File: src/pkg/irq_front_pkg.sv
// Package: register map, field positions, reset values and timing for the interrupt front end.
package irq_front_pkg;

	// ****************************************
	// Register byte addresses
	// ****************************************
	localparam logic [7:0] MCU_CONTROL_OFS = 8'hD4;   // 0x35 index, byte address 4*0x35
	localparam logic [7:0] MCU_CONTROL_IDX = 8'h35;
	localparam logic [7:0] SENSE_OFS = 8'h00;
	localparam logic [7:0] ENABLE_OFS = 8'h04;
	localparam logic [7:0] FLAG_OFS = 8'h08;
	localparam logic [7:0] MASK0_OFS = 8'h0C;
	localparam logic [7:0] MASK1_OFS = 8'h10;
	localparam logic [7:0] MASK2_OFS = 8'h14;
	localparam logic [7:0] MASK3_OFS = 8'h18;
	localparam logic [7:0] STATUS_OFS = 8'h1C;

	// ****************************************
	// Field positions
	// ****************************************
	localparam int UNLOCK_BIT = 0;
	localparam int SELECT_BIT = 1;
	localparam int PULLUP_OFF_BIT = 4;
	localparam int DEBUG_OFF_BIT = 7;
	localparam int EXT_BIT = 0;
	localparam int PCG_BIT = 4;

	// ****************************************
	// Reset values and timing
	// ****************************************
	localparam logic [7:0] MCU_CONTROL_RST = 8'h00;
	localparam logic [2:0] UNLOCK_CYCLES = 3'h4;
	localparam logic [1:0] SENSE_LOW = 2'h0;
	localparam logic [1:0] SENSE_ANY = 2'h1;
	localparam logic [1:0] SENSE_FALL = 2'h2;
	localparam logic [1:0] SENSE_RISE = 2'h3;
	localparam logic [15:0] BOOT_START_SMALL = 16'h3800;
	localparam logic [15:0] BOOT_START_LARGE = 16'h7800;
	localparam logic [1:0] AXI_OKAY = 2'h0;
	localparam logic [1:0] AXI_SLVERR = 2'h2;

	// ****************************************
	// Carriers
	// ****************************************
	typedef struct packed {
		logic [1:0] sense;
		logic [4:0] enable;
	} irq_cfg_t;

	typedef struct packed {
		logic boot_section_lock_bit;
		logic app_section_lock_bit;
		logic boot_reset_fuse;
		logic large_flash;
	} fuse_t;

endpackage : irq_front_pkg

File: src/rtl/vector_relocation_ext_irq.sv
// Interrupt front end: vector relocation with timed unlock, external and pin-change detection.
//
// Register access over AXI4-Lite was chosen for this implementation.
`timescale 1ns/1ps
// What this block does
// - Block interrupts from unlock until after select write.
// - Without select write, block exactly four cycles.
// - Blocking never touches the global enable bit.
// - Boot vectors plus app lock: mute application code.
// - App vectors plus boot lock: mute boot code.
// - Select zero uses flash start, one boot start.
// - Unlock clears after four cycles or select write.
// - Boot start 0x3800/0x7800; boot fuse sets reset.
// - Pins trigger even when driven as outputs.
// - Group one pins 15:8, group zero 7:0.
// - Four masks choose contributing pin-change inputs.
// - Pin-change detection works without a clock.
// - External pin senses any change, falling, rising or low.
// - Level mode requests while pin stays low.
// - Edge detection runs on the I/O clock.
// - Low-level detection works without a clock.
// - I/O clock stops in all sleeps but idle.
// - Level gone before start-up: wake, no interrupt.
// - Inputs 30:16 and upper masks optional.
// - Sense code: low, change, fall, rise.
// - Flags set on trigger, cleared by vector or one.
// - Pulses over one clock period are caught.
module vector_relocation_ext_irq
	import irq_front_pkg::*;
#(
	parameter bit LARGE_PINS = 1'b1
) (
	// Clock and reset
	input wire logic aclk,
	input wire logic aresetn,
	// AXI4-Lite write address and data
	input wire logic [7:0] s_axi_awaddr,
	input wire logic s_axi_awvalid,
	output logic s_axi_awready,
	input wire logic [31:0] s_axi_wdata,
	input wire logic [3:0] s_axi_wstrb,
	input wire logic s_axi_wvalid,
	output logic s_axi_wready,
	output logic [1:0] s_axi_bresp,
	output logic s_axi_bvalid,
	input wire logic s_axi_bready,
	// AXI4-Lite read
	input wire logic [7:0] s_axi_araddr,
	input wire logic s_axi_arvalid,
	output logic s_axi_arready,
	output logic [31:0] s_axi_rdata,
	output logic [1:0] s_axi_rresp,
	output logic s_axi_rvalid,
	input wire logic s_axi_rready,
	// Pins and fuses
	input wire logic ext_irq_zero_pin,
	input wire logic [30:0] pin_change_inputs,
	input wire fuse_t fuses,
	// Core status
	input wire logic sleeping,
	input wire logic sleep_idle,
	input wire logic startup_done,
	input wire logic exec_in_boot,
	input wire logic instr_done,
	input wire logic [4:0] vector_ack,
	// Core-facing requests
	output logic [4:0] irq_request,
	output logic irq_block,
	output logic [15:0] vector_base,
	output logic [15:0] reset_address,
	output logic wake,
	output logic io_clk_run
);

	// ****************************************
	// Register state
	// ****************************************
	logic [7:0] mcu_control_r;
	logic [2:0] unlock_cnt_r;
	logic hold_after_r;
	irq_cfg_t cfg_r;
	logic [4:0] flag_r;
	logic [7:0] pcmask_r [4];
	logic [1:0] ext_sync_r;
	logic ext_prev_r;
	logic [30:0] pc_sync0_r;
	logic [30:0] pc_sync1_r;
	logic [30:0] pc_prev_r;
	logic level_armed_r;
	logic aw_full_r;
	logic w_full_r;
	logic [7:0] aw_addr_r;
	logic [31:0] w_data_r;
	logic [3:0] w_strb_r;

	function automatic logic any_masked(input logic [7:0] chg, input logic [7:0] msk);
		return |(chg & msk);
	endfunction : any_masked

	// ****************************************
	// Bus decode
	// ****************************************
	wire do_write = aw_full_r && w_full_r && !s_axi_bvalid;
	wire wr_lane0 = w_strb_r[0];
	wire [7:0] wbyte = w_data_r[7:0];
	wire wr_mcu = do_write && wr_lane0 && aw_addr_r == MCU_CONTROL_OFS;
	wire wr_sense = do_write && wr_lane0 && aw_addr_r == SENSE_OFS;
	wire wr_enable = do_write && wr_lane0 && aw_addr_r == ENABLE_OFS;
	wire wr_flag = do_write && wr_lane0 && aw_addr_r == FLAG_OFS;
	wire wr_mask0 = do_write && wr_lane0 && aw_addr_r == MASK0_OFS;
	wire wr_mask1 = do_write && wr_lane0 && aw_addr_r == MASK1_OFS;
	wire wr_mask2 = do_write && wr_lane0 && aw_addr_r == MASK2_OFS && LARGE_PINS;
	wire wr_mask3 = do_write && wr_lane0 && aw_addr_r == MASK3_OFS && LARGE_PINS;
	wire wr_hit = aw_addr_r inside {MCU_CONTROL_OFS, SENSE_OFS, ENABLE_OFS, FLAG_OFS, MASK0_OFS, MASK1_OFS,
		MASK2_OFS, MASK3_OFS, STATUS_OFS};
	wire rd_hit = s_axi_araddr inside {MCU_CONTROL_OFS, SENSE_OFS, ENABLE_OFS, FLAG_OFS, MASK0_OFS, MASK1_OFS,
		MASK2_OFS, MASK3_OFS, STATUS_OFS};

	// ****************************************
	// Vector relocation unlock
	// ****************************************
	wire unlock_open = unlock_cnt_r != 3'h0;
	wire set_unlock = wr_mcu && wbyte[UNLOCK_BIT] && !unlock_open;
	wire sel_write = wr_mcu && unlock_open && !wbyte[UNLOCK_BIT];
	wire [2:0] cnt_nxt = set_unlock ? UNLOCK_CYCLES : sel_write ? 3'h0 :
		unlock_open ? unlock_cnt_r - 3'h1 : 3'h0;
	wire [7:0] mcu_nxt = {wbyte[DEBUG_OFF_BIT], 2'b00, wbyte[PULLUP_OFF_BIT], 2'b00,
		sel_write ? wbyte[SELECT_BIT] : mcu_control_r[SELECT_BIT], cnt_nxt != 3'h0};
	wire hold_nxt = sel_write ? 1'b1 : (hold_after_r && !instr_done);
	wire vec_in_boot = mcu_control_r[SELECT_BIT];
	wire section_mute = (vec_in_boot && fuses.app_section_lock_bit && !exec_in_boot) ||
		(!vec_in_boot && fuses.boot_section_lock_bit && exec_in_boot);
	wire [15:0] boot_start = fuses.large_flash ? BOOT_START_LARGE : BOOT_START_SMALL;

	// ****************************************
	// External interrupt detection
	// ****************************************
	wire io_tick = !sleeping || sleep_idle;
	wire ext_s = ext_sync_r[1];
	wire ext_edge = cfg_r.sense == SENSE_ANY ? ext_s != ext_prev_r :
		cfg_r.sense == SENSE_FALL ? ext_prev_r && !ext_s : cfg_r.sense == SENSE_RISE ? !ext_prev_r && ext_s : 1'b0;
	wire level_mode = cfg_r.sense == SENSE_LOW;
	// The raw pin drives the level wake path, so sleep without a clock still wakes.
	wire ext_level_low = level_mode && !ext_irq_zero_pin;
	wire level_req = level_mode && cfg_r.enable[EXT_BIT] && !ext_s && level_armed_r;

	// ****************************************
	// Pin-change detection
	// ****************************************
	wire [30:0] pc_live = LARGE_PINS ? pin_change_inputs : {15'h0000, pin_change_inputs[15:0]};
	wire [30:0] pc_chg = pc_sync1_r ^ pc_prev_r;
	wire [3:0] pc_hit = {any_masked({1'b0, pc_chg[30:24]}, pcmask_r[3]), any_masked(pc_chg[23:16], pcmask_r[2]),
		any_masked(pc_chg[15:8], pcmask_r[1]), any_masked(pc_chg[7:0], pcmask_r[0])};
	// Wake compares live pins with the last clocked sample, so it rises with the clock stopped.
	wire [30:0] pc_async = pc_live ^ pc_prev_r;
	wire [3:0] pc_wake = {any_masked({1'b0, pc_async[30:24]}, pcmask_r[3]), any_masked(pc_async[23:16], pcmask_r[2]),
		any_masked(pc_async[15:8], pcmask_r[1]), any_masked(pc_async[7:0], pcmask_r[0])};

	wire [4:0] trig = {pc_hit, ext_edge && io_tick};
	wire [4:0] clr = vector_ack | (wr_flag ? {wbyte[7:4], wbyte[0]} : 5'h00);
	wire [4:0] flag_nxt = ((flag_r & ~clr) | trig) & {4'hF, !level_mode};
	wire [4:0] req_nxt = {flag_r[4:1] & cfg_r.enable[4:1], (flag_r[0] && cfg_r.enable[0]) || level_req};

	wire [31:0] rd_val =
		s_axi_araddr == MCU_CONTROL_OFS ? {24'h000000, mcu_control_r} :
		s_axi_araddr == SENSE_OFS ? {30'h00000000, cfg_r.sense} :
		s_axi_araddr == ENABLE_OFS ? {24'h000000, cfg_r.enable[4:1], 3'b000, cfg_r.enable[0]} :
		s_axi_araddr == FLAG_OFS ? {24'h000000, flag_r[4:1], 3'b000, flag_r[0]} :
		s_axi_araddr == MASK0_OFS ? {24'h000000, pcmask_r[0]} :
		s_axi_araddr == MASK1_OFS ? {24'h000000, pcmask_r[1]} :
		s_axi_araddr == MASK2_OFS ? {24'h000000, pcmask_r[2]} :
		s_axi_araddr == MASK3_OFS ? {24'h000000, pcmask_r[3]} :
		s_axi_araddr == STATUS_OFS ? {27'h0000000, unlock_cnt_r, hold_after_r, ext_s} : 32'h00000000;

	// ****************************************
	// AXI4-Lite slave
	// ****************************************
	always_ff @(posedge aclk) begin
		if (!aresetn) begin
			aw_full_r <= 1'b0;
			w_full_r <= 1'b0;
			aw_addr_r <= 8'h00;
			w_data_r <= 32'h00000000;
			w_strb_r <= 4'h0;
			s_axi_bvalid <= 1'b0;
			s_axi_bresp <= AXI_OKAY;
			s_axi_rvalid <= 1'b0;
			s_axi_rdata <= 32'h00000000;
			s_axi_rresp <= AXI_OKAY;
		end else begin
			if (s_axi_awvalid && s_axi_awready) begin
				aw_full_r <= 1'b1;
				aw_addr_r <= s_axi_awaddr;
			end else if (do_write) begin
				aw_full_r <= 1'b0;
			end
			if (s_axi_wvalid && s_axi_wready) begin
				w_full_r <= 1'b1;
				w_data_r <= s_axi_wdata;
				w_strb_r <= s_axi_wstrb;
			end else if (do_write) begin
				w_full_r <= 1'b0;
			end
			if (do_write) begin
				s_axi_bvalid <= 1'b1;
				s_axi_bresp <= wr_hit ? AXI_OKAY : AXI_SLVERR;
			end else if (s_axi_bready) begin
				s_axi_bvalid <= 1'b0;
			end
			if (s_axi_arvalid && s_axi_arready) begin
				s_axi_rvalid <= 1'b1;
				s_axi_rdata <= rd_val;
				s_axi_rresp <= rd_hit ? AXI_OKAY : AXI_SLVERR;
			end else if (s_axi_rready) begin
				s_axi_rvalid <= 1'b0;
			end
		end
	end

	assign s_axi_awready = !aw_full_r && !s_axi_bvalid;
	assign s_axi_wready = !w_full_r && !s_axi_bvalid;
	assign s_axi_arready = !s_axi_rvalid;

	// ****************************************
	// Control and unlock
	// ****************************************
	always_ff @(posedge aclk) begin
		if (!aresetn) begin
			mcu_control_r <= MCU_CONTROL_RST;
			unlock_cnt_r <= 3'h0;
			hold_after_r <= 1'b0;
			cfg_r <= '0;
			for (int i = 0; i < 4; i++) begin
				pcmask_r[i] <= 8'h00;
			end
		end else begin
			unlock_cnt_r <= cnt_nxt;
			hold_after_r <= hold_nxt;
			if (wr_mcu) begin
				mcu_control_r <= mcu_nxt;
			end else begin
				mcu_control_r[UNLOCK_BIT] <= cnt_nxt != 3'h0;
			end
			if (wr_sense) begin
				cfg_r.sense <= wbyte[1:0];
			end
			if (wr_enable) begin
				cfg_r.enable <= {wbyte[7:6] & {2{LARGE_PINS}}, wbyte[5:4], wbyte[0]};
			end
			if (wr_mask0) begin
				pcmask_r[0] <= wbyte;
			end
			if (wr_mask1) begin
				pcmask_r[1] <= wbyte;
			end
			if (wr_mask2) begin
				pcmask_r[2] <= wbyte;
			end
			if (wr_mask3) begin
				pcmask_r[3] <= {1'b0, wbyte[6:0]};
			end
		end
	end

	// ****************************************
	// Detection and outputs
	// ****************************************
	always_ff @(posedge aclk) begin
		if (!aresetn) begin
			ext_sync_r <= 2'b11;
			ext_prev_r <= 1'b1;
			pc_sync0_r <= '0;
			pc_sync1_r <= '0;
			pc_prev_r <= '0;
			level_armed_r <= 1'b1;
			flag_r <= 5'h00;
			irq_request <= 5'h00;
			irq_block <= 1'b0;
			vector_base <= 16'h0000;
			reset_address <= 16'h0000;
			wake <= 1'b0;
			io_clk_run <= 1'b1;
		end else begin
			if (io_tick) begin
				ext_sync_r <= {ext_sync_r[0], ext_irq_zero_pin};
				ext_prev_r <= ext_s;
			end
			pc_sync0_r <= pc_live;
			pc_sync1_r <= pc_sync0_r;
			pc_prev_r <= pc_sync1_r;
			level_armed_r <= sleeping ? 1'b0 : (startup_done ? (level_armed_r || !ext_s) : level_armed_r);
			flag_r <= flag_nxt;
			irq_request <= req_nxt;
			irq_block <= set_unlock || cnt_nxt != 3'h0 || hold_nxt || section_mute;
			vector_base <= vec_in_boot ? boot_start : 16'h0000;
			reset_address <= fuses.boot_reset_fuse ? boot_start : 16'h0000;
			wake <= (|(pc_wake & cfg_r.enable[4:1])) || (ext_level_low && cfg_r.enable[EXT_BIT]);
			io_clk_run <= io_tick;
		end
	end

endmodule : vector_relocation_ext_irq

File: config.mk
export PLATFORM = sky130hd
export DESIGN_NAME = vector_relocation_ext_irq
export DESIGN_NICKNAME = d
export VERILOG_FILES = /design/src/pkg/irq_front_pkg.sv /design/src/rtl/vector_relocation_ext_irq.sv
export SDC_FILE = /design/constraint.sdc
export NUM_CORES = 1
export LEC_CHECK = 0
export BUFFER_PORTS_ARGS = -buffer_cell sky130_fd_sc_hd__buf_2
export CORE_MARGIN = 2
export CORE_UTILIZATION = 45
export DETAILED_ROUTE_END_ITERATION = 10
export PLACE_DENSITY = 0.68
export SLEW_MARGIN = 20
export SYNTH_ARGS = -nofsm -noshare
export SYNTH_HDL_FRONTEND = slang
export SYNTH_SLANG_ARGS = --single-unit
File: constraint.sdc
create_clock -name aclk -period 2.6 [get_ports aclk]
set_clock_uncertainty 0.1 [all_clocks]
set_input_delay 0.26 -clock aclk [delete_from_list [all_inputs] [get_ports aclk]]
set_output_delay 0.26 -clock aclk [all_outputs]
set_load 0.05 [all_outputs]
==> impl_metrics.yaml <==
status:
  status: "complete, no violations"
floorplanning:
  core_area_sq_um: 17900
  io_pins: 186
  floorplan.rows: 49
  die_area_sq_um: 19300
  initial_utilization: 0.458
  die_x_um: 139
  die_h_um: 139
timing:
  drv_slew: 0
  clock.fmax_mhz: 498
  hold_violations: 0
  worst_pin_slew_ns: 0.726
  setup_viol: 0
  period_needed_ns: 2.01
  fin_crit_sh: 0.772
  final.setup.tns_ns: 0
  rsz0062_at_grt: "false"
  slew_headroom: 0.516
clock_network:
  clock_latency_ns: 0.43
  clkTransAtPathRegs_ns: 0.07
  cts_root_buf: "clkbuf_16"
  numCtsBuffers: 17
  cts_hold_buf: 57
  cts-resized-gates: 0
  cts_tree: "built"
  clk_path_buf_depth: 2
  post-cts-setup-buffers: 0
  clock-sinks: 191
  h-tree-depth: 4
global_routing:
  grt_usage: 0.188
  grt_first_pass_wirelength_mm: 28.8
  grt_max_degree: 98
  use_met2: 0.294
  grtUsageMet1: 0.261
  grt_pass1_vias: 5581
  met3_usage: 0.0418
  grt-busiest-layer: "met2"
  antenna_found_initial: 0
  grt-ovfl-total: 0
place:
  gp_congestion: 0.781
  place_area_sq_um: 8730
  detailed_place_hpwl_mm: 12.5
  portBuffers: 108
yosys:
  synthFlopType: "dfxtp_1"
  synth_seq_cells: 191
  syn_avg_cell_area_sq_um: 10.4
  yosysUniqueCellTypes: 60
  yosysWarnings: 0
  synthCells: 786
  synth_seq_area_share: 0.504
  synth_edf_count: 31
  synth_area_sq_um: 8200
  async_flop_share: 0
worst_setup_path:
  max_stage_delay_ns: 0.53
  end_kind: "flip-flop"
  crit_required_ns: 2.79
  cp-start-kind: "primary input"
  crit_arrival_ns: 2.20
  crit_type: "in2reg"
  slowest_stage: "dlygate4sd3_1"
  path_max_fanout: 2
  path_cells: "dlygate4sd3_1, buf_2, xor2_1, a222oi_1, nand3_1, a222oi_1, a21boi_0"
  path_common_cell: "a222oi_1"
finish:
  layout.filler_cells: 1568
  num-nets-final: 1050
  seq_area_sq_um: 4130
  layout_commonest_cell: "dfxtp_1"
  multiInputGateArea_sq_um: 3670
  layout_common_cells: "dfxtp_1, and2_1, buf_2"
  areaGrowthSynthToFinish_pct: 20.7
  fin_area_sq_um: 9900
  diodes: 0
  drive_gt1_frac: 0.173
pwr:
  power_mw: 6.57
  power_density_nw_per_um2: 663
  p_leak_nw: 4.44
  ir_worst_vdd_v: 0.000456
route:
  finalWirelength_mm: 17.9
  drtIter0Drc: 447
  wl_per_cell_um: 15.1
  drtPass1Iterations: 5
  vias: 5804
  route.detailed.drc: 0
  antenna_left: 0
  viasPerCell: 4.91
hold_path:
  hold_class: "in2reg"
flow_run:
  cap_violations: 0
logic make-up (layout without fill, tap and decap cells):
kind of cell               count (synthesis)  in the layout  synth area share
and+or+nand+nor                          287            287             0.207
AOI/OAI and AO/OA                        115            115            0.0998
xor gates and xnor gates                  63             63            0.0673
other                                      1             50          0.000457
adders and majority gates                  4              4           0.00610
DFF                                      191            191             0.504
muxes                                     30             30            0.0445
buffers and inverters                     95            214            0.0706
sequential cells by signal, indices dropped and copies added (netlist names), 7 cells and up:
| register | count |
|---|---|
| pc_sync1_r | 31 |
| aw_addr_r | 8 |
| pc_sync0_r | 31 |
| w_data_r | 8 |
| s_axi_rdata | 8 |
| pcmask_r | 31 |
| cfg_r | 7 |
| pc_prev_r | 31 |
where the power goes:
part	internal, mW	switching, mW	total, mW
Clock	1.45	1.16	2.61
Sequential	3.12	0.105	3.22
Combinational	0.278	0.457	0.734
worst max-delay path: cells and delay by family:
kind	cells	cell delay (ns)
simple gates	1	0.19
xor+xnor	1	0.15
buf+inv	2	0.66
compound gates	3	0.94
stage by stage:
step	std cells	util	setup WS [ns]	hold WS, ns
final	1183	0.553	0.592	0.0149
after global routing	1183	0.553	0.402	0.0190
after CTS	1183	0.553	0.579	0.00154
after detailed placement	1094	0.488	0.526	0.318
after global placement	1094	0.488	0.585	0.313
after floorplan	835	-	0.221	0.243
path summary, 6_finish.rpt:
kind / from / to / slack [ns] / depth (start not counted)
setup / recovery: pin_change_inputs[26] / wake / 0.59 / 7
hold / removal: startup_done / level_armed_r / 0.01 / 3
setup reg to reg: s_axi_bvalid / pcmask_r[1][4] / 0.59 / 5
hold reg to reg: pc_sync0_r[0] / pc_sync1_r[0] / 0.33 / 1
per-layer routing:
layer,vias up,part of all wire
li1,2891,-
met1,2725,0.47
met2,169,0.46
met3,19,0.054
met4,0,0.014
met5,-,0
synthesized netlist by cell type (all sizes together) (2+ instances only):
cell	instances	area, sq um
a211o	2	17.5
a21boi	15	113
a21oi	20	100
a221o	2	20.0
a222oi	3	30.0
a22oi	30	225
a32oi	2	17.5
and2	129	807
and3	7	43.8
buf	64	463
clkbuf	22	82.6
dfxtp	160	3200
edfxtp	31	931
ha	4	50.1
inv	9	33.8
mux2	2	22.5
mux2i	23	230
mux4	5	113
nand2	45	169
nand2b	14	87.6
nand3	14	70.1
nand3b	5	37.5
nand4	8	65.1
nor2	17	63.8
nor2b	26	163
nor3	8	40.0
nor4	3	40.0
nor4b	2	32.5
o211a	4	40.0
o211ai	3	22.5
o21a	4	30.0
o21ai	17	85.1
o22a	2	17.5
o31ai	3	22.5
or3	3	23.8
xor2	63	552
cell type report:
type | count | share of cell area
clock inverters | 12 | 0.0124
flip-flops and latches | 191 | 0.418
clock buffers | 20 | 0.0483
well taps | 229 | 0.0289
repair buffers | 173 | 0.119
inverters | 9 | 0.00341
multi-input cells | 549 | 0.371
Power figures use the tool's default switching activity.
